<file path="src/logic/dsp_pkg.sv">
package dsp_pkg;
   // Bus geometry: byte address, register index is address bits above the lane bits
   localparam int ADDR_W = 18;
   localparam int IDX_LSB = 2;
   localparam int IDX_W = 16;
   // Register indices; byte address is four times the index
   localparam logic [15:0] IDX_STATUS = 16'hC028;
   localparam logic [15:0] IDX_DATA_LOW = 16'hC029;
   localparam logic [15:0] IDX_DATA_HIGH = 16'hC02A;
   localparam logic [15:0] IDX_DIVIDER = 16'hC02B;
   // Status bit positions
   localparam int ST_TX_SHIFT = 0;
   localparam int ST_TX_FULL = 1;
   localparam int ST_RX_FULL = 2;
   localparam int ST_RX_ORUN = 3;
   // Divider layout and reset value
   localparam logic [15:0] DIV_RESET = 16'h0000;
   localparam int D1_LSB = 8;
   localparam int D2_LSB = 0;
   localparam int BYTE_W = 8;
   localparam logic [7:0] D2_MIN = 8'h06;
   // Frame shape: start, eight data bits, stop
   localparam logic [3:0] DATA_BITS = 4'h8;
   localparam logic [3:0] TX_SHIFTS = 4'h9;
   // Receiver states
   typedef enum logic [1:0] {RX_IDLE, RX_START, RX_DATA, RX_STOP} dsp_rx_state_t;
   // True when a tick counter has reached its limit
   function automatic logic dsp_count_done(input logic [7:0] cnt, input logic [7:0] lim);
      return (9'(cnt) + 9'h001) >= 9'(lim);
   endfunction
endpackage

</file>
<file path="src/logic/dsp_tick_if.sv">
`timescale 1ns/100ps
interface dsp_tick_if;
   // Output of the first divider stage, one cycle wide
   logic sample_tick;
   // Second divider: sample ticks per bit
   logic [7:0] bit_len;
   modport src (output sample_tick, output bit_len);
   modport sink (input sample_tick, input bit_len);
endinterface

</file>
<file path="src/logic/dsp_tx.sv">
`timescale 1ns/100ps
module dsp_tx
   import dsp_pkg::*;
(
   // Clock and reset
   input wire logic ref_clk,
   input wire logic rst,
   // Bit timing
   dsp_tick_if.sink tick,
   // Load request from the register side
   input wire logic load,
   input wire logic [7:0] load_byte,
   // Shifter state and line
   output logic busy,
   output logic line
);
   logic [8:0] shift; // Data bits then stop bit
   logic [3:0] left; // Bit periods still to send after the current one
   logic [7:0] cnt; // Sample ticks in the current bit

   ////////////////////////////////////////////////////////////////////////
   // Frame shifter; a load while busy is never issued by the owner
   always_ff @(posedge ref_clk)
   begin
      if (rst)
      begin
         busy <= 1'b0;
         line <= 1'b1;
         shift <= '0;
         left <= '0;
         cnt <= '0;
      end
      else if (load && !busy)
      begin
         // Start bit goes out at once
         busy <= 1'b1;
         line <= 1'b0;
         shift <= {1'b1, load_byte};
         left <= TX_SHIFTS;
         cnt <= '0;
      end
      else if (busy && tick.sample_tick)
      begin
         if (dsp_count_done(cnt, tick.bit_len))
         begin
            cnt <= '0;
            if (left == '0)
            begin
               // Stop bit done, line rests high
               busy <= 1'b0;
               line <= 1'b1;
            end
            else
            begin
               // LSB first, stop bit last
               line <= shift[0];
               shift <= {1'b0, shift[8:1]};
               left <= left - 4'h1;
            end
         end
         else
            cnt <= cnt + 8'h01;
      end
   end
endmodule

</file>
<file path="src/logic/dsp_rx.sv">
`timescale 1ns/100ps
module dsp_rx
   import dsp_pkg::*;
(
   // Clock and reset
   input wire logic ref_clk,
   input wire logic rst,
   // Sampling clock from the first divider
   dsp_tick_if.sink tick,
   // Already synchronised line
   input wire logic line,
   // Completed byte
   output logic done,
   output logic [7:0] data
);
   dsp_rx_state_t state; // Receiver phase
   logic prev; // Line one cycle ago, for the falling edge
   logic [7:0] cnt; // Sample ticks since last sample point
   logic [3:0] idx; // Data bits taken

   ////////////////////////////////////////////////////////////////////////
   // Edge history
   always_ff @(posedge ref_clk)
   begin
      if (rst)
         prev <= 1'b1;
      else
         prev <= line;
   end

   ////////////////////////////////////////////////////////////////////////
   // Receive sequence, timed in sample ticks
   always_ff @(posedge ref_clk)
   begin
      if (rst)
      begin
         state <= RX_IDLE;
         cnt <= '0;
         idx <= '0;
         data <= '0;
         done <= 1'b0;
      end
      else
      begin
         done <= 1'b0;
         unique case (state)
            RX_IDLE:
               // High to low transition marks a start bit
               if (prev && !line)
               begin
                  state <= RX_START;
                  cnt <= '0;
               end
            RX_START:
               if (tick.sample_tick)
               begin
                  // Half a bit to reach mid start; a glitch returns to idle
                  if (dsp_count_done(cnt, tick.bit_len >> 1))
                  begin
                     state <= line ? RX_IDLE : RX_DATA;
                     cnt <= '0;
                     idx <= '0;
                  end
                  else
                     cnt <= cnt + 8'h01;
               end
            RX_DATA:
               if (tick.sample_tick)
               begin
                  if (dsp_count_done(cnt, tick.bit_len))
                  begin
                     // Mid-bit sample, shifted in LSB first
                     data <= {line, data[7:1]};
                     cnt <= '0;
                     idx <= idx + 4'h1;
                     if (idx == DATA_BITS - 4'h1)
                        state <= RX_STOP;
                  end
                  else
                     cnt <= cnt + 8'h01;
               end
            RX_STOP:
               if (tick.sample_tick)
               begin
                  if (dsp_count_done(cnt, tick.bit_len))
                  begin
                     // Low stop bit drops the byte silently
                     done <= line;
                     state <= RX_IDLE;
                     cnt <= '0;
                  end
                  else
                     cnt <= cnt + 8'h01;
               end
         endcase
      end
   end
endmodule

</file>
<file path="src/logic/dsp_serial.sv">
`timescale 1ns/100ps
// Contract
// - Overrun set on transfer over unread data
// - Status bit 2 shows unread received byte
// - Status bit 1 shows transmit register occupied
// - Status bit 0 shows frame being shifted
// - Low data read: byte low, clears full
// - Receive interrupt on every byte transfer
// - Low write sends at once when idle
// - Busy write holds byte, sets full flag
// - High data register uses bits 15:8
// - Divider: first high byte, second low
// - Divider resets to zero
// - Bit rate is clock over (D1+1)*D2
// - Receiver samples on first stage output
// - Start on falling edge, mid-bit, LSB first
// - Good stop bit delivers byte and flags
// - Transmit register empties as sending starts
// - Frame: start, eight bits, high stop
module dsp_serial
   import dsp_pkg::*;
(
   // Clock and reset
   input wire logic ref_clk,
   input wire logic rst,
   // Avalon-MM slave
   input wire logic [ADDR_W-1:0] address,
   input wire logic read,
   input wire logic write,
   input wire logic [31:0] writedata,
   input wire logic [3:0] byteenable,
   output logic [31:0] readdata,
   output logic waitrequest,
   // Serial line
   input wire logic serial_rx_in,
   output logic serial_tx_out,
   // Interrupt requests, one-cycle pulses
   output logic transmit_irq,
   output logic receive_irq
);

   ////////////////////////////////////////////////////////////////////////
   // Declarations
   dsp_tick_if tick (); // Shared bit timing
   logic rx_meta; // First synchroniser stage
   logic rx_sync; // Second synchroniser stage
   logic [15:0] bit_rate_divider; // Both divider stages
   logic [7:0] first_divider; // High byte
   logic [7:0] second_divider; // Low byte
   logic [7:0] stage1_cnt; // First stage counter
   logic ack; // Second cycle of a bus request
   logic [IDX_W-1:0] idx; // Register index from the byte address
   logic hit_status; // Decodes
   logic hit_low;
   logic hit_high;
   logic hit_div;
   logic wr_acc; // Write taken this edge
   logic rd_acc; // Read taken this edge
   logic data_wr; // Write of a byte for sending
   logic [7:0] data_wr_byte; // Byte picked from the right lane
   logic data_rd; // Read of received data
   logic tx_full_flag; // Transmit data register occupied
   logic [7:0] tx_hold; // Transmit data register
   logic tx_shifting_flag; // Shifter busy
   logic tx_start; // Byte moves to the shifter
   logic [7:0] tx_byte; // Byte handed to the shifter
   logic rx_done; // Byte completed by the receiver
   logic [7:0] rx_byte; // Byte from the receiver
   logic rx_full_flag; // Unread byte present
   logic rx_overrun_flag; // Last transfer overwrote data
   logic [7:0] rx_data; // Receive data register
   logic rx_stale; // Byte arrived after read data was captured
   logic [3:0] serial_status; // Assembled status
   logic [31:0] next_readdata; // Read mux

   ////////////////////////////////////////////////////////////////////////
   // Receive pin synchroniser; only the second stage is read
   always_ff @(posedge ref_clk)
   begin
      if (rst)
      begin
         rx_meta <= 1'b1;
         rx_sync <= 1'b1;
      end
      else
      begin
         rx_meta <= serial_rx_in;
         rx_sync <= rx_meta;
      end
   end

   ////////////////////////////////////////////////////////////////////////
   // Divider fields
   assign first_divider = bit_rate_divider[D1_LSB +: BYTE_W];
   assign second_divider = bit_rate_divider[D2_LSB +: BYTE_W];

   // First stage: one tick every D1+1 clocks
   always_ff @(posedge ref_clk)
   begin
      if (rst)
      begin
         stage1_cnt <= '0;
         tick.sample_tick <= 1'b0;
      end
      else if (stage1_cnt >= first_divider)
      begin
         // Wrap; also catches a divider lowered under the count
         stage1_cnt <= '0;
         tick.sample_tick <= 1'b1;
      end
      else
      begin
         stage1_cnt <= stage1_cnt + 8'h01;
         tick.sample_tick <= 1'b0;
      end
   end

   // Second stage length is counted inside each shifter, so each frame
   // starts on its own phase rather than on a free-running bit clock
   assign tick.bit_len = second_divider;

   ////////////////////////////////////////////////////////////////////////
   // Bus handshake: every request answers on its second cycle
   assign waitrequest = (read || write) && !ack;
   assign wr_acc = write && ack;
   assign rd_acc = read && ack;

   always_ff @(posedge ref_clk)
   begin
      if (rst)
         ack <= 1'b0;
      else
         ack <= (read || write) && !ack;
   end

   // Address decode, low lane bits ignored
   assign idx = address[IDX_LSB +: IDX_W];
   assign hit_status = (idx == IDX_STATUS);
   assign hit_low = (idx == IDX_DATA_LOW);
   assign hit_high = (idx == IDX_DATA_HIGH);
   assign hit_div = (idx == IDX_DIVIDER);

   // Data writes: lane 0 for the low register, lane 1 for the high one
   assign data_wr = wr_acc && ((hit_low && byteenable[0]) || (hit_high && byteenable[1]));
   assign data_wr_byte = hit_high ? writedata[15:8] : writedata[7:0];
   assign data_rd = rd_acc && (hit_low || hit_high);

   ////////////////////////////////////////////////////////////////////////
   // Divider register, byte lanes honoured
   always_ff @(posedge ref_clk)
   begin
      if (rst)
         bit_rate_divider <= DIV_RESET;
      else if (wr_acc && hit_div)
      begin
         // Values of D2 under the minimum are stored as written;
         // the line then runs too fast to be usable
         if (byteenable[0])
            bit_rate_divider[D2_LSB +: BYTE_W] <= writedata[D2_LSB +: BYTE_W];
         if (byteenable[1])
            bit_rate_divider[D1_LSB +: BYTE_W] <= writedata[D1_LSB +: BYTE_W];
      end
   end

   ////////////////////////////////////////////////////////////////////////
   // Transmit side: idle shifter takes the byte directly, otherwise hold it
   assign tx_start = (tx_full_flag || data_wr) && !tx_shifting_flag;
   assign tx_byte = tx_full_flag ? tx_hold : data_wr_byte;

   always_ff @(posedge ref_clk)
   begin
      if (rst)
      begin
         tx_full_flag <= 1'b0;
         tx_hold <= '0;
      end
      else if (tx_start)
         // Register empties the moment sending begins
         tx_full_flag <= 1'b0;
      else if (data_wr && !tx_full_flag)
      begin
         // Busy shifter: park the byte
         tx_full_flag <= 1'b1;
         tx_hold <= data_wr_byte;
      end
      // A write while full is dropped; software must wait
   end

   dsp_tx u_tx (
      .ref_clk(ref_clk),
      .rst(rst),
      .tick(tick.sink),
      .load(tx_start),
      .load_byte(tx_byte),
      .busy(tx_shifting_flag),
      .line(serial_tx_out)
   );

   ////////////////////////////////////////////////////////////////////////
   // Receiver
   dsp_rx u_rx (
      .ref_clk(ref_clk),
      .rst(rst),
      .tick(tick.sink),
      .line(rx_sync),
      .done(rx_done),
      .data(rx_byte)
   );

   // Receive data register and flags; an arriving byte wins over a read
   always_ff @(posedge ref_clk)
   begin
      if (rst)
      begin
         rx_data <= '0;
         rx_full_flag <= 1'b0;
         rx_overrun_flag <= 1'b0;
      end
      else if (rx_done)
      begin
         rx_data <= rx_byte;
         rx_overrun_flag <= rx_full_flag;
         rx_full_flag <= 1'b1;
      end
      else if (data_rd && !rx_stale)
         // Only clear if the byte returned is the one held
         rx_full_flag <= 1'b0;
   end

   // Marks a byte that landed after read data was captured, so its read
   // does not clear the flag of a byte software never saw
   always_ff @(posedge ref_clk)
   begin
      if (rst)
         rx_stale <= 1'b0;
      else if (rx_done)
         rx_stale <= 1'b1;
      else if ((read || write) && !ack)
         rx_stale <= 1'b0;
   end

   ////////////////////////////////////////////////////////////////////////
   // Interrupt pulses, registered
   always_ff @(posedge ref_clk)
   begin
      if (rst)
      begin
         transmit_irq <= 1'b0;
         receive_irq <= 1'b0;
      end
      else
      begin
         transmit_irq <= tx_start;
         receive_irq <= rx_done;
      end
   end

   ////////////////////////////////////////////////////////////////////////
   // Status and read mux; status writes fall through unused
   always_comb
   begin
      serial_status = '0;
      serial_status[ST_TX_SHIFT] = tx_shifting_flag;
      serial_status[ST_TX_FULL] = tx_full_flag;
      serial_status[ST_RX_FULL] = rx_full_flag;
      serial_status[ST_RX_ORUN] = rx_overrun_flag;
   end

   always_comb
   begin
      next_readdata = '0;
      if (hit_status)
         next_readdata[3:0] = serial_status;
      else if (hit_low)
         next_readdata[7:0] = rx_data;
      else if (hit_high)
         next_readdata[15:8] = rx_data;
      else if (hit_div)
         next_readdata[15:0] = bit_rate_divider;
   end

   // Captured on the first cycle, stands through the answering edge
   always_ff @(posedge ref_clk)
   begin
      if (rst)
         readdata <= '0;
      else if (read && !ack)
         readdata <= next_readdata;
   end
endmodule

</file>
<file path="config.mk">
export PLATFORM = sky130hd
export DESIGN_NAME = dsp_serial
export DESIGN_NICKNAME = d
export VERILOG_FILES = /design/src/logic/dsp_pkg.sv /design/src/logic/dsp_tick_if.sv /design/src/logic/dsp_tx.sv /design/src/logic/dsp_rx.sv /design/src/logic/dsp_serial.sv
export SDC_FILE = /design/constraint.sdc
export NUM_CORES = 1
export LEC_CHECK = 0
export BUFFER_PORTS_ARGS = -buffer_cell sky130_fd_sc_hd__buf_4
export CORE_MARGIN = 4
export CORE_UTILIZATION = 41
export DETAILED_ROUTE_END_ITERATION = 12
export GPL_TIMING_DRIVEN = 0
export PLACE_DENSITY = 0.71
export RECOVER_POWER = 25
export SLEW_MARGIN = 20
export SYNTH_ARGS = -nofsm -noshare
export SYNTH_HDL_FRONTEND = slang
export SYNTH_SLANG_ARGS = --single-unit
</file>
<file path="constraint.sdc">
create_clock -name ref_clk -period 3.29 [get_ports ref_clk]
set_clock_uncertainty 0.2 [all_clocks]
set_input_delay 0.1645 -clock ref_clk [delete_from_list [all_inputs] [get_ports ref_clk]]
set_output_delay 0.1645 -clock ref_clk [all_outputs]
set_load 0.05 [all_outputs]
</file>
# [Word-level counts from Yosys, hierarchy flattened]
# Index checks and enable logic that the tools add are counted.
[classes] addsub=7 magnitude_cmp=4 n_eq_ne=18 n_mux=52 n_bitwise=5 n_reduce_logical=48
[ops] operator="2-to-1 mux 8 bit" n=12
[ops] operator="equality test 16 bit, second input constant" n=4
[ops] operator="2-to-1 mux 4 bit" n=9
[ops] operator="2-to-1 mux 9 bit" n=4
[ops] operator="adder 8 x 1 -> 8 bit, second input constant" n=3
[ops] operator="case mux 8 bit (3 select lines)" n=1
[ops] operator="adder 8 x 1 -> 9 bit, second input constant" n=2
[ops] operator="greater-or-equal comparator 9 x 8 -> 1 bit" n=2
[ops] operator="2-to-1 mux 2 bit" n=9
[ops] operator="2-to-1 mux 16 bit" n=1
[ops] operator="logical AND 1 bit" n=15
[ops] operator="AND reduction 3 bit" n=5
[ops] operator="inequality test 2 x 1 -> 1 bit, second input constant" n=7
[ops] operator="2-to-1 mux 1 bit" n=13
[ops] operator="2-to-1 mux 12 bit" n=1
[ops] operator="nonzero test 2 bit" n=6
[ops] operator="greater-or-equal comparator 9 x 7 -> 1 bit" n=1
[ops] operator="greater-or-equal comparator 8 bit" n=1
[ops] operator="case mux 2 bit (4 select lines)" n=1
[ops] operator="case mux 4 bit (2 select lines)" n=1
[ops] operator="AND reduction 2 bit" n=4
[ops] operator="AND reduction 8 bit" n=1
[ops] operator="OR reduction 2 bit" n=4
[ops] operator="inequality test 2 bit, second input constant" n=3
[ops] operator="12 further kinds" n=24
[word_totals] register_bits=113

# [Depth between registers and ports, before layout]
# Gate-level depths: netlist (run 1).
[logic_depth] ltp_word=9 mapped_depth=13

# [Cells and area by module]
# A second synthesis (run 1) with hierarchy kept.
[hier_totals] hier_cells=723 hier_area_um2=6292.3
[by_module_without_submodules] module="dsp_serial" instances=1 cells_per_inst=388 area_per_inst_um2=3419.5 seq_area_each_um2=1321.3
[by_module_without_submodules] module="dsp_rx" instances=1 cells_per_inst=167 area_per_inst_um2=1527.7 seq_area_each_um2=480.5
[by_module_without_submodules] module="dsp_tx" instances=1 cells_per_inst=168 area_per_inst_um2=1345.0 seq_area_each_um2=460.4

# [Worst setup path after synthesis (run 1)]
# No wires, ideal clock.
[synth_timing] path_type="register to register" from="reg u_tx.cnt[0]" to="reg u_tx.shift[1]" setup_ps=86 arrival_ps=2958 path_slack_ps=46 stages_incl_launch_ff=14 n_path_buf=2 period_less_slack_ps=3244 cell_sequence="dfxtp_1 > ha_1 > and3_1 > clkbuf_1 > nand3_1 > xnor2_1 > ha_1 > a21oi_1 > o21ai_0 > a221oi_1 > nor2_1 > clkbuf_1 > mux2i_1 > a211oi_1"
[synth_via] elab_chain_len=4
[synth_rtl] item="start, declared" line_no="dsp_tx.sv:19" text="logic [7:0] cnt;"
[synth_rtl] item="start signal, assigned" line_no="dsp_tx.sv:62" text="cnt <= cnt + 8'h01;"
[synth_rtl] item="adder 8 x 1 -> 9 bit" line_no="dsp_pkg.sv:29" text="return (9'(cnt) + 9'h001) >= 9'(lim);"
[synth_rtl] item="greater-or-equal comparator 9 x 8 -> 1 bit" line_no="dsp_pkg.sv:29"
[synth_rtl] item="nonzero test 2 bit (no source line)"
[synth_rtl] item="AND reduction 3 bit (no source line)"
[synth_rtl] item="end signal, assigned" line_no="dsp_tx.sv:38" text="shift <= {1'b1, load_byte};"
[synth_rtl] item="end signal, assigned" line_no="dsp_tx.sv:57" text="shift <= {1'b0, shift[8:1]};"
[synth_rtl] item="end, declared" line_no="dsp_tx.sv:17" text="logic [8:0] shift;"
# No other way between the ends.
# A chain may end at the register's enable or synchronous reset.

# [Worst setup path after layout (run 1)]
[layout_timing] from="reg u_rx.cnt[0]" to="reg u_rx.idx[0]"
[layout_via] elab_chain_len=4 word_cells_on_any_way=6
[layout_rtl] item="start, declared" line_no="dsp_rx.sv:18" text="logic [7:0] cnt;"
[layout_rtl] item="start signal, assigned" line_no="dsp_rx.sv:65" text="cnt <= cnt + 8'h01;"
[layout_rtl] item="start signal, assigned" line_no="dsp_rx.sv:80" text="cnt <= cnt + 8'h01;"
[layout_rtl] item="start signal, assigned" line_no="dsp_rx.sv:93" text="cnt <= cnt + 8'h01;"
[layout_rtl] item="adder 8 x 1 -> 9 bit *" line_no="dsp_pkg.sv:29"
[layout_rtl] item="greater-or-equal comparator 9 x 8 -> 1 bit or greater-or-equal comparator 9 x 7 -> 1 bit (tied branches)" line_no="dsp_pkg.sv:29"
[layout_rtl] item="inequality test 2 x 1 -> 1 bit (no source line)"
[layout_rtl] item="AND reduction 5 bit (no source line) *"
[layout_rtl] item="end signal, assigned" line_no="dsp_rx.sv:75" text="idx <= idx + 4'h1;"
[layout_rtl] item="end, declared" line_no="dsp_rx.sv:19" text="logic [3:0] idx;"
# Mark *: on every way between the ends. The rest lies on a longest branch, timed or not.

==> key figures, run 1 <==
Logic synthesis
  • Cells after synthesis: 669
  • Post-synth EDFFs: 0
  • Register area share after synthesis: around two fifths
  • Cell Area, Synth: 5860 um2
  • Register bit total from synthesis: 113
  • Ys async rst share: 0%
  • Netlist cell types: 67
  • Ys Warns: 0
  • Mean Syn Cell Area: 8.77 um2
  • Main synth FF type: dfxtp_1

CTS
  • CTS tree: built
  • CTS max path bufs: 2
  • Clock Pin Slew Worst Setup and Hold Paths: 0.06 ns
  • Clock sink count: 113
  • CTS H-tree depth: 4
  • Clk root buf: clkbuf_16
  • Num CTS Buffers: 17
  • Worst-skew pair later-pin latency: between 0.4 and 0.5 ns

Min path
  • Hold path startpoint: write
  • Worst hold path depth: 5
  • Hold WC Path Type: primary input to flop
  • Hold EP: tx_hold[4]

Global route
  • Vias in the first global route: approximately 5000
  • First-pass GRT wire length: ~25 mm
  • Largest net degree at the start of global routing: 17
  • Initial antenna violation count: 0
  • All-Layer GR Usage: slightly below 20%
  • Overflow after GRT: 0

Critical path
  • Setup CP Type: flop to flop
  • Max FO, Critical Path: 6
  • Reg2reg end: u_rx.idx[0]
  • R2r startpoint: u_rx.cnt[0]
  • Worst path required time: between 3 and 4 ns
  • CP Launch Type: flop
  • R2R cell count: 11
  • R2r setup slk: ~0.21 ns
  • Crit. End Element: flop
  • CP arrival: 3.20 ns

Timing
  • Hold WS: between 0.06 and 0.07 ns
  • Final Slew Violations: 0
  • Worst setup margin: roughly 0.21 ns
  • Minimum clock period: roughly 3.1 ns
  • Worst slew pin tran: roughly 0.86 ns
  • Final period util: roughly 94%
  • Final Hold Viols: 0
  • Achievable Freq: ~320 MHz
  • Relative slew slack: 42.5%
  • Setup violators final: 0

Placed design
  • Dpl hpwl: around 11 mm
  • I/O Buffers: between 50 and 60
  • Placer Congestion: roughly 0.86
  • Post-place setup slack: -0.523 ns

Run status
  • Status: completed

Detailed routing
  • Detail Route Antenna Nets: 0
  • WL final: 15.5 mm
  • Initial DRT Pass Iterations: 5
  • DR iter-0 viols: around 400
  • Wire per inst: 15.8 um
  • Vias: about 5200
  • Post-DR vias/cell: around 5.4
  • Remaining routing DRC violations: 0

Pwr
  • Worst VDD drop: roughly 0.54 mV
  • Pleak: a little under 3 nW
  • Cell area power density: 477 nW/um2

Floorplanning
  • Die area: 16300 um2
  • Core Rows: 43
  • Core Footprint: approximately 14000 um2
  • Die Span X: 128 um
  • Die Span Y: between 100 and 150 um
  • I/O pin count: 95
  • Initial Utilization: 42.1%

Run
  • Total of max-cap violations: 0

Final layout
  • Final-layout fill cell count: roughly 1300
  • Most common cell after layout, fill and taps aside: dfxtp_1
  • Share of cells above drive strength 1: 16.6%
  • Most frequent cells in the layout: 111 x dfxtp_1, 76 x nand2_1, 63 x nor2_1
  • P&R area growth vs syn: 26.3%
  • Antenna cells: 0
  • Post-layout util: around 53%
  • Final Net Count: about 880
-- flip-flops by register name, summed over array words and instances, names as in the netlist, 4 cells and up, named ones only --
signal            count
u_tx.left             4
stage1_cnt            8
rx_data               8
bit_rate_divider     16
u_tx.shift            9
u_rx.idx              4
u_rx.data             8
tx_hold               8
u_rx.cnt              8
readdata             16
u_tx.cnt              8
-- area by class of cell --
cell class	instances	area [um2]	area share, %
plain buffers	43	256	3.46
clock buffers	19	443	5.98
clock inverters	13	161	2.18
inverters	28	105	1.42
multi-input cells	499	3360	45.3
flip-flops and latches	113	2260	30.6
well taps	180	225	3.04
repair buffers	82	596	8.04
-- stage by stage --
stage	cells	TNS, ns	instance area, um2	total power, mW
3_3_place_gp	922	-6.11	6580	1.66
5_1_grt	977	-0.000621	7410	3.63
6_report	977	0	7410	3.53
2_1_floorplan	684	0	5920	1.57
3_5_place_dp	922	-7.02	6580	1.66
4_1_cts	977	0	7430	3.56
-- where the power goes --
| group | internal, mW | leakage [nW] | total (mW) | switching [mW] |
|---|---|---|---|---|
| Clock | 1.21 | 0.285 | 1.88 | 0.673 |
| Sequential | 1.38 | 0.914 | 1.39 | 0.0119 |
| Combinational | 0.0901 | 1.69 | 0.258 | 0.168 |
| Total | 2.68 | 2.89 | 3.53 | 0.853 |
-- repair_timing --
action | CTS | global route
gates resized for setup | 5 | 15
hold buffers | 22 | 0
buffers inserted | 1 | 1
pin swaps | 1 | 3
endpoints found under the hold margin | 28 | 0
endpoints found under the setup margin | 29 | 37
-- cell usage after synthesis, drive strengths merged (2+ instances only) --
| cell | count | area, um2 |
|---|---|---|
| a22oi | 12 | 90.1 |
| nor2b | 8 | 50.1 |
| a32oi | 5 | 43.8 |
| o21ai | 26 | 134 |
| o211ai | 4 | 30.0 |
| or2 | 8 | 50.1 |
| and2 | 3 | 18.8 |
| ha | 36 | 450 |
| a31o | 2 | 17.5 |
| nor4 | 6 | 73.8 |
| nand3b | 4 | 30.0 |
| nand2 | 77 | 292 |
| a222oi | 4 | 40.0 |
| or4b | 3 | 37.5 |
| o2bb2ai | 2 | 17.5 |
| nor2 | 63 | 236 |
| and3 | 11 | 68.8 |
| a2111oi | 2 | 36.3 |
| dfxtp | 113 | 2260 |
| buf | 28 | 190 |
| nor3 | 6 | 51.3 |
| a211o | 2 | 17.5 |
| a211oi | 32 | 250 |
| nand3 | 23 | 115 |
| inv | 28 | 105 |
| a21o | 7 | 52.6 |
| or3 | 4 | 25.0 |
| a32o | 2 | 20.0 |
| a31oi | 2 | 12.5 |
| xor2 | 7 | 61.3 |
| o21a | 2 | 15.0 |
| nand4 | 5 | 31.3 |
| mux2i | 35 | 350 |
| clkbuf | 16 | 60.1 |
| nand2b | 9 | 56.3 |
| a21oi | 44 | 220 |
| xnor2 | 10 | 87.6 |
| a311o | 2 | 20.0 |
-- cell families after synthesis --
logic type	count (synthesis)	share of synthesized area, %
muxes	35	5.97
other	1	0.0639
xor gates and xnor gates	17	2.54
and+or+nand+nor	236	20.3
DFF	113	38.6
AOI/OAI and AO/OA	159	18.8
buffers and inverters	72	6.06
adders and majority gates	36	7.68
-- metal layers --
| layer | global-route usage, % | up-vias | share of wire (%) |
|---|---|---|---|
| met1 | 25.7 | 2439 | 46 |
| li1 | - | 2609 | - |
| met4 | 6.24 | 0 | 1.8 |
| met5 | 0 | - | 0 |
| met2 | 30.8 | 171 | 46 |
| met3 | 5.23 | 30 | 6.2 |
-- worst max-delay path, cell delays in order, from the launching register on --
cell and delay, ns:
dfxtp_2 0.38, ha_1 0.20, and2_1 0.22, nand4_1 0.17
xnor2_2 0.24, ha_1 0.27, a21o_1 0.16, a32o_1 0.23
a211oi_4 0.27, nand3_1 0.23, a311o_1 0.35, o31ai_1 0.07
-- worst max-delay path by stage --
stage                 from             to  slack, ns  depth (start not counted)
6_report       u_rx.cnt[0]    u_rx.idx[0]       0.21                         11
3_5_place_dp   u_tx.cnt[0]  u_tx.shift[6]      -0.52                         13
3_3_place_gp   u_tx.cnt[0]  u_tx.shift[4]      -0.50                         13
4_1_cts        u_tx.cnt[0]  u_tx.shift[6]       0.02                         13
5_1_grt        u_rx.cnt[0]   u_rx.data[6]    -0.0006                         12
2_1_floorplan  u_tx.cnt[0]  u_tx.shift[1]       0.05                         13
Power figures use the tool's default switching activity.
==> run 2, diff against run 1 <==
Settings changed: GPL_TIMING_DRIVEN 0 to default.
==> run 2 against run 1 <==
  * Clock power is 11% higher
  * Utilization shrank 0.60 points
  * Count of clock-buffer cells in the layout increased by 2
  * Largest power group unchanged
==> key figures, run 2 (synthesis gave the netlist of run 1 again) <==
Detailed routing
  • Wire per inst: between 15 and 20 um
  • Remaining routing DRC violations: 0
  • WL final: about 14 mm
  • Initial DRT Pass Iterations: 5
  • DR iter-0 viols: between 300 and 400
  • Detail Route Antenna Nets: 0
  • Vias: between 5000 and 6000
  • Post-DR vias/cell: ~5.4

Global route
  • Largest net degree at the start of global routing: slightly below 60
  • Overflow after GRT: 0
  • Vias in the first global route: ~4700
  • All-Layer GR Usage: between 15 and 20%
  • First-pass GRT wire length: ~23 mm
  • Initial antenna violation count: 0

CTS
  • Clk root buf: clkbuf_16
  • Clock sink count: between 100 and 150
  • Num CTS Buffers: 17
  • Clock Pin Slew Worst Setup and Hold Paths: roughly 0.050 ns
  • Worst-skew pair later-pin latency: 0.42 ns
  • CTS max path bufs: 2
  • CTS tree: built
  • # Post-CTS Setup Buffers: 0
  • CTS H-tree depth: 4

Placed design
  • I/O Buffers: 58
  • Inst Count DP: ~900
  • Post-place setup slack: -0.0440 ns
  • Dpl cell area: about 6500 um2
  • Dpl hpwl: between 9 and 10 mm
  • Placer Congestion: ~0.8

Pwr
  • Cell area power density: slightly above 500 nW/um2
  • Post-layout power: between 3 and 4 mW
  • Pleak: 2.85 nW
  • Worst VDD drop: 0.345 mV

Final layout
  • Reg area: 2260 um2
  • Share of cells above drive strength 1: between 10 and 15%
  • Area of the multi-input gates: between 3000 and 4000 um2
  • P&R area growth vs syn: 24.9%
  • Non-Filler Instances: between 900 and 1000
  • Final Net Count: between 800 and 900
  • Most frequent cells in the layout: 112 x dfxtp_1, 76 x nand2_1, 62 x nor2_1
  • Final-layout fill cell count: 1278
  • Final instance area: approximately 7300 um2
  • Most common cell after layout, fill and taps aside: dfxtp_1
  • Antenna cells: 0
  • Regs by FF count: bit_rate_divider (16), readdata (16), u_tx.shift (9)

Timing
  • Worst slew pin tran: about 0.90 ns
  • Final Hold Viols: 0
  • Achievable Freq: 324 MHz
  • Minimum clock period: 3.09 ns
  • RSZ-0062 raised after global routing: false
  • Final Slew Violations: 0
  • Relative slew slack: 40.1%
  • Hold WS: approximately 0.084 ns
  • Setup violators final: 0
  • Worst setup margin: around 0.20 ns
  • Final period util: 93.9%

Run status
  • Status: completed

Floorplanning
  • I/O pin count: between 90 and 100
  • Die Span Y: about 130 um
  • Core Rows: 43
  • Die area: approximately 16000 um2
  • Die Span X: around 130 um
  • Core Footprint: around 14000 um2
  • Initial Utilization: 42.1%

Critical path
  • R2R cell count: 12
  • Crit. End Element: flop
  • Reg2reg end: u_rx.cnt[0]
  • CP Launch Type: flop
  • CP arrival: about 3.2 ns
  • R2r startpoint: u_rx.cnt[0]
  • Worst path required time: 3.42 ns
  • R2r setup slk: 0.20 ns
  • Setup CP Type: flop to flop
  • Max FO, Critical Path: 6

Min path
  • Hold EP: bit_rate_divider[1]
  • Worst hold path depth: 4
  • Hold WC Path Type: primary input to flop
  • Hold path startpoint: byteenable[0]

Run
  • Total of max-cap violations: 0
run 2: changes by cell type in the layout (fill, tap and decap cells not counted), sizes merged:
cell / before / now
clkinv: 5 / 3
buf: 67 / 57
dlygate4sd3: 22 / 23
bufinv: 3 / 6
clkinvlp: 4 / 1
inv: 29 / 28
clkbuf: 55 / 41
run 2: critical path, cell delays in order (launching register included):
cell and delay, ns:
dfxtp_2 0.38, ha_1 0.19, and2_1 0.22, nand4_1 0.17, xnor2_2 0.22, ha_1 0.28, a21o_1 0.16, a32o_1 0.19
a211oi_1 0.22, buf_4 0.18, a2bb2oi_1 0.09, or3_1 0.33, a21oi_1 0.17
run 2: worst max path at each step:
stage / start / end / slack [ns] / depth (start not counted)
finish: u_rx.cnt[0] / u_rx.cnt[0] / 0.20 / 12
CTS: u_rx.cnt[0] / u_rx.cnt[2] / 0.03 / 12
floorplan: u_tx.cnt[0] / u_tx.shift[1] / 0.05 / 13
global placement: u_tx.cnt[0] / u_tx.shift[4] / 0.01 / 11
global route: u_rx.cnt[0] / u_rx.data[6] / 0.004 / 13
detailed placement: u_tx.cnt[1] / u_tx.shift[2] / -0.04 / 11
run 2: power by group:
part / internal [mW] / switching [mW]
Sequential: 1.38 / 0.0109
Clock: 1.45 / 0.633
Combinational: 0.0773 / 0.157
run 2: routing by layer:
| layer | track usage (%) | vias up | wire length [um] |
|---|---|---|---|
| met1 | 23.9 | 2371 | 6770 |
| met3 | 5.10 | 29 | 791 |
| li1 | - | 2561 | - |
| met4 | 6.30 | 0 | 312 |
| met5 | 0 | - | 0 |
| met2 | 27.6 | 137 | 6440 |
run 2: through the flow:
stage	TNS [ns]	utilization [%]
2_1_floorplan	0	-
3_3_place_gp	0	46.5
3_5_place_dp	-0.238	46.5
4_1_cts	0	52.9
5_1_grt	0	52.6
6_report	0	52.6
run 2: area by class of cell:
cell class | count | share of cell area [%]
timing repair buffer | 100 | 10.0
sequential | 113 | 30.9
tap | 180 | 3.07
inverter | 28 | 1.43
clock buffer | 21 | 6.29
clock inverter | 10 | 2.82
multi-input combinational | 499 | 45.5
run 2: timing repair:
action                                  4_1_cts  5_1_grt
cloned                                        0        0
gates resized for setup                       1        6
endpoints found under the setup margin        8       23
endpoints found under the hold margin        39        0
hold buffers                                 23        0
==> run 3, diff against run 2 <==
Settings changed: CORE_ASPECT_RATIO from default to 2, PLACE_DENSITY 0.71 to 0.67.
==> run 3 against run 2 <==
  * Critical path depth is 1 lower
  * Hold slack worse by 0.049 ns
  * Sequential share of layout area is 0.39 points higher
  * Final cell count grew 0.32%
  * Die area up 0.71%
  * Fmax shrank 0.70%
  * Largest cell class unchanged
==> key figures, run 3 (synthesis gave the netlist of run 1 again) <==
Run status
  • Status: completed

CTS
  • Num CTS Buffers: 17
  • CTS H-tree depth: 4
  • CTS max path bufs: 2
  • Clk root buf: clkbuf_16
  • Clock Pin Slew Worst Setup and Hold Paths: about 0.050 ns
  • Worst-skew pair later-pin latency: around 0.41 ns
  • Clock sink count: around 110
  • CTS tree: built

Floorplanning
  • Core Footprint: about 14000 um2
  • Core Rows: 61
  • I/O pin count: 95
  • Die Span Y: roughly 180 um
  • Die Span X: roughly 90 um
  • Die area: 16400 um2
  • Initial Utilization: 42.0%

Global route
  • Grt peak-use layer: met2
  • First-pass GRT wire length: 25.3 mm
  • Largest net degree at the start of global routing: 76
  • Initial antenna violation count: 0
  • Met2 GRT Util: 36.8%
  • All-Layer GR Usage: 19.6%
  • Vias in the first global route: between 5000 and 6000
  • Met3 Usage GRT: approximately 3.5%
  • GRT met1 Usage: 19.1%
  • Overflow after GRT: 0

Pwr
  • Sw Pwr: 0.828 mW
  • Sw Share: a little under a quarter
  • Worst VDD drop: approximately 0.38 mV
  • Internal: 2.69 mW
  • Cell area power density: ~490 nW/um2
  • Pleak: approximately 2.8 nW
  • Clock power share: a little over half
  • Combinational power share: 6.7%
  • Sequential Power Share: 39.6%

Timing
  • Final Slew Violations: 0
  • Relative slew slack: around two fifths
  • Final period util: 94.6%
  • Setup violators final: 0
  • Worst setup margin: roughly 0.18 ns
  • Final Hold Viols: 0
  • Minimum clock period: between 3 and 4 ns
  • Achievable Freq: between 300 and 400 MHz
  • Worst slew pin tran: approximately 0.90 ns

Critical path
  • Setup CP Type: flop to flop
  • Max FO, Critical Path: 11
  • CP arrival: between 3 and 4 ns
  • Worst path bufs/invs: 1
  • Crit path cell chain: ha_1 -> and2_1 -> nand4_1 -> xnor2_2 -> ha_1 -> nand4_1 -> o21ai_0 -> o21a_1 -> nand3_1 -> buf_12 -> o31ai_1
  • CP max stage cell: o21ai_0
  • Crit. End Element: flop
  • R2r setup slk: around 0.18 ns
  • Crit-path max cell delay: around 0.37 ns
  • Cell family with most CP delay: compound AO/OA/AOI/OAI gates
  • CP Launch Type: flop
  • Worst path required time: about 3.4 ns

Detailed routing
  • Initial DRT Pass Iterations: 5
  • DR iter-0 viols: between 200 and 300
  • WL final: 15.8 mm
  • Detail Route Antenna Nets: 0
  • Wire per inst: 16.5 um
  • Vias: between 5000 and 6000
  • Remaining routing DRC violations: 0
  • Post-DR vias/cell: between 5 and 6

Final layout
  • Most common cell after layout, fill and taps aside: dfxtp_1
  • Post-layout util: between 50 and 60%
  • Antenna cells: 0
  • Non-Filler Instances: about 950
  • P&R area growth vs syn: 23.3%
  • Regs by FF count: bit_rate_divider (16), readdata (16), u_tx.shift (9)
  • Final-layout fill cell count: around 1300
  • Most frequent cells in the layout: 113 x dfxtp_1, 76 x nand2_1, 63 x nor2_1
  • Final Net Count: between 800 and 900
  • Share of cells above drive strength 1: between 10 and 15%

Placed design
  • Inst Count DP: 902
  • Dpl hpwl: roughly 12 mm
  • Post-place setup slack: between 0.03 and 0.04 ns
  • Placer Congestion: about 0.86
  • I/O Buffers: slightly below 60

Min path
  • Hold WC Path Type: primary input to flop

Run
  • Total of max-cap violations: 0
==> run 3: metrics by stage <==
stage          cell area, um2  total power, mW  setup TNS [ns]  hold slack, ns
2_1_floorplan            5920             1.57               0          0.0683
3_3_place_gp             6470             1.64               0           0.148
3_5_place_dp             6470             1.64               0           0.156
4_1_cts                  7280             3.55               0          0.0106
5_1_grt                  7230             3.61         -0.0125          0.0233
6_report                 7230             3.52               0          0.0352
==> run 3: final timing paths <==
| check | from | end | depth (start not counted) |
|---|---|---|---|
| worst max-delay path | u_rx.cnt[1] | u_rx.idx[0] | 11 |
| worst min-delay path | byteenable[0] | tx_full_flag | 3 |
| worst max register to register | u_rx.cnt[1] | u_rx.idx[0] | 11 |
| worst min register to register | rx_meta | rx_sync | 1 |
==> run 3: layer usage <==
layer / up-vias / share of wire (%)
li1: 2546 / -
met4: 0 / 5.0
met2: 161 / 55
met3: 47 / 3.8
met5: - / 0
met1: 2411 / 36
==> run 3: area by class of cell <==
| cell class | instances | area (um2) | share of cell area, % |
|---|---|---|---|
| Sequential cell | 113 | 2260 | 31.3 |
| Timing Repair Buffer | 93 | 682 | 9.43 |
| Clock inverter | 12 | 158 | 2.18 |
| Clock buffer | 20 | 457 | 6.32 |
| Multi-Input combinational cell | 499 | 3330 | 46.1 |
| Inverter | 28 | 105 | 1.45 |
| Tap cell | 189 | 236 | 3.27 |
==> run 3: repair_timing <==
item | 4_1_cts | 5_1_grt
hold buffers | 20 | 0
gates resized for setup | 0 | 4
endpoints found under the setup margin | 0 | 18
setup buffers | 0 | 0
endpoints found under the hold margin | 24 | 0
==> run 3: power by group through the flow <==
stage	clock network, mW	logic [mW]	registers [mW]
final	1.89	0.235	1.39
after global routing	1.97	0.248	1.39
after CTS	1.92	0.240	1.39
after detailed placement	0	0.220	1.42
after global placement	0	0.216	1.42
after floorplan	0	0.131	1.44
==> run 3: worst min-delay path, delay by kind of cell <==
kind | cells | cell delay, ns
AO/OA/AOI/OAI | 2 | 0.35
buffers and inverters | 1 | 0.10
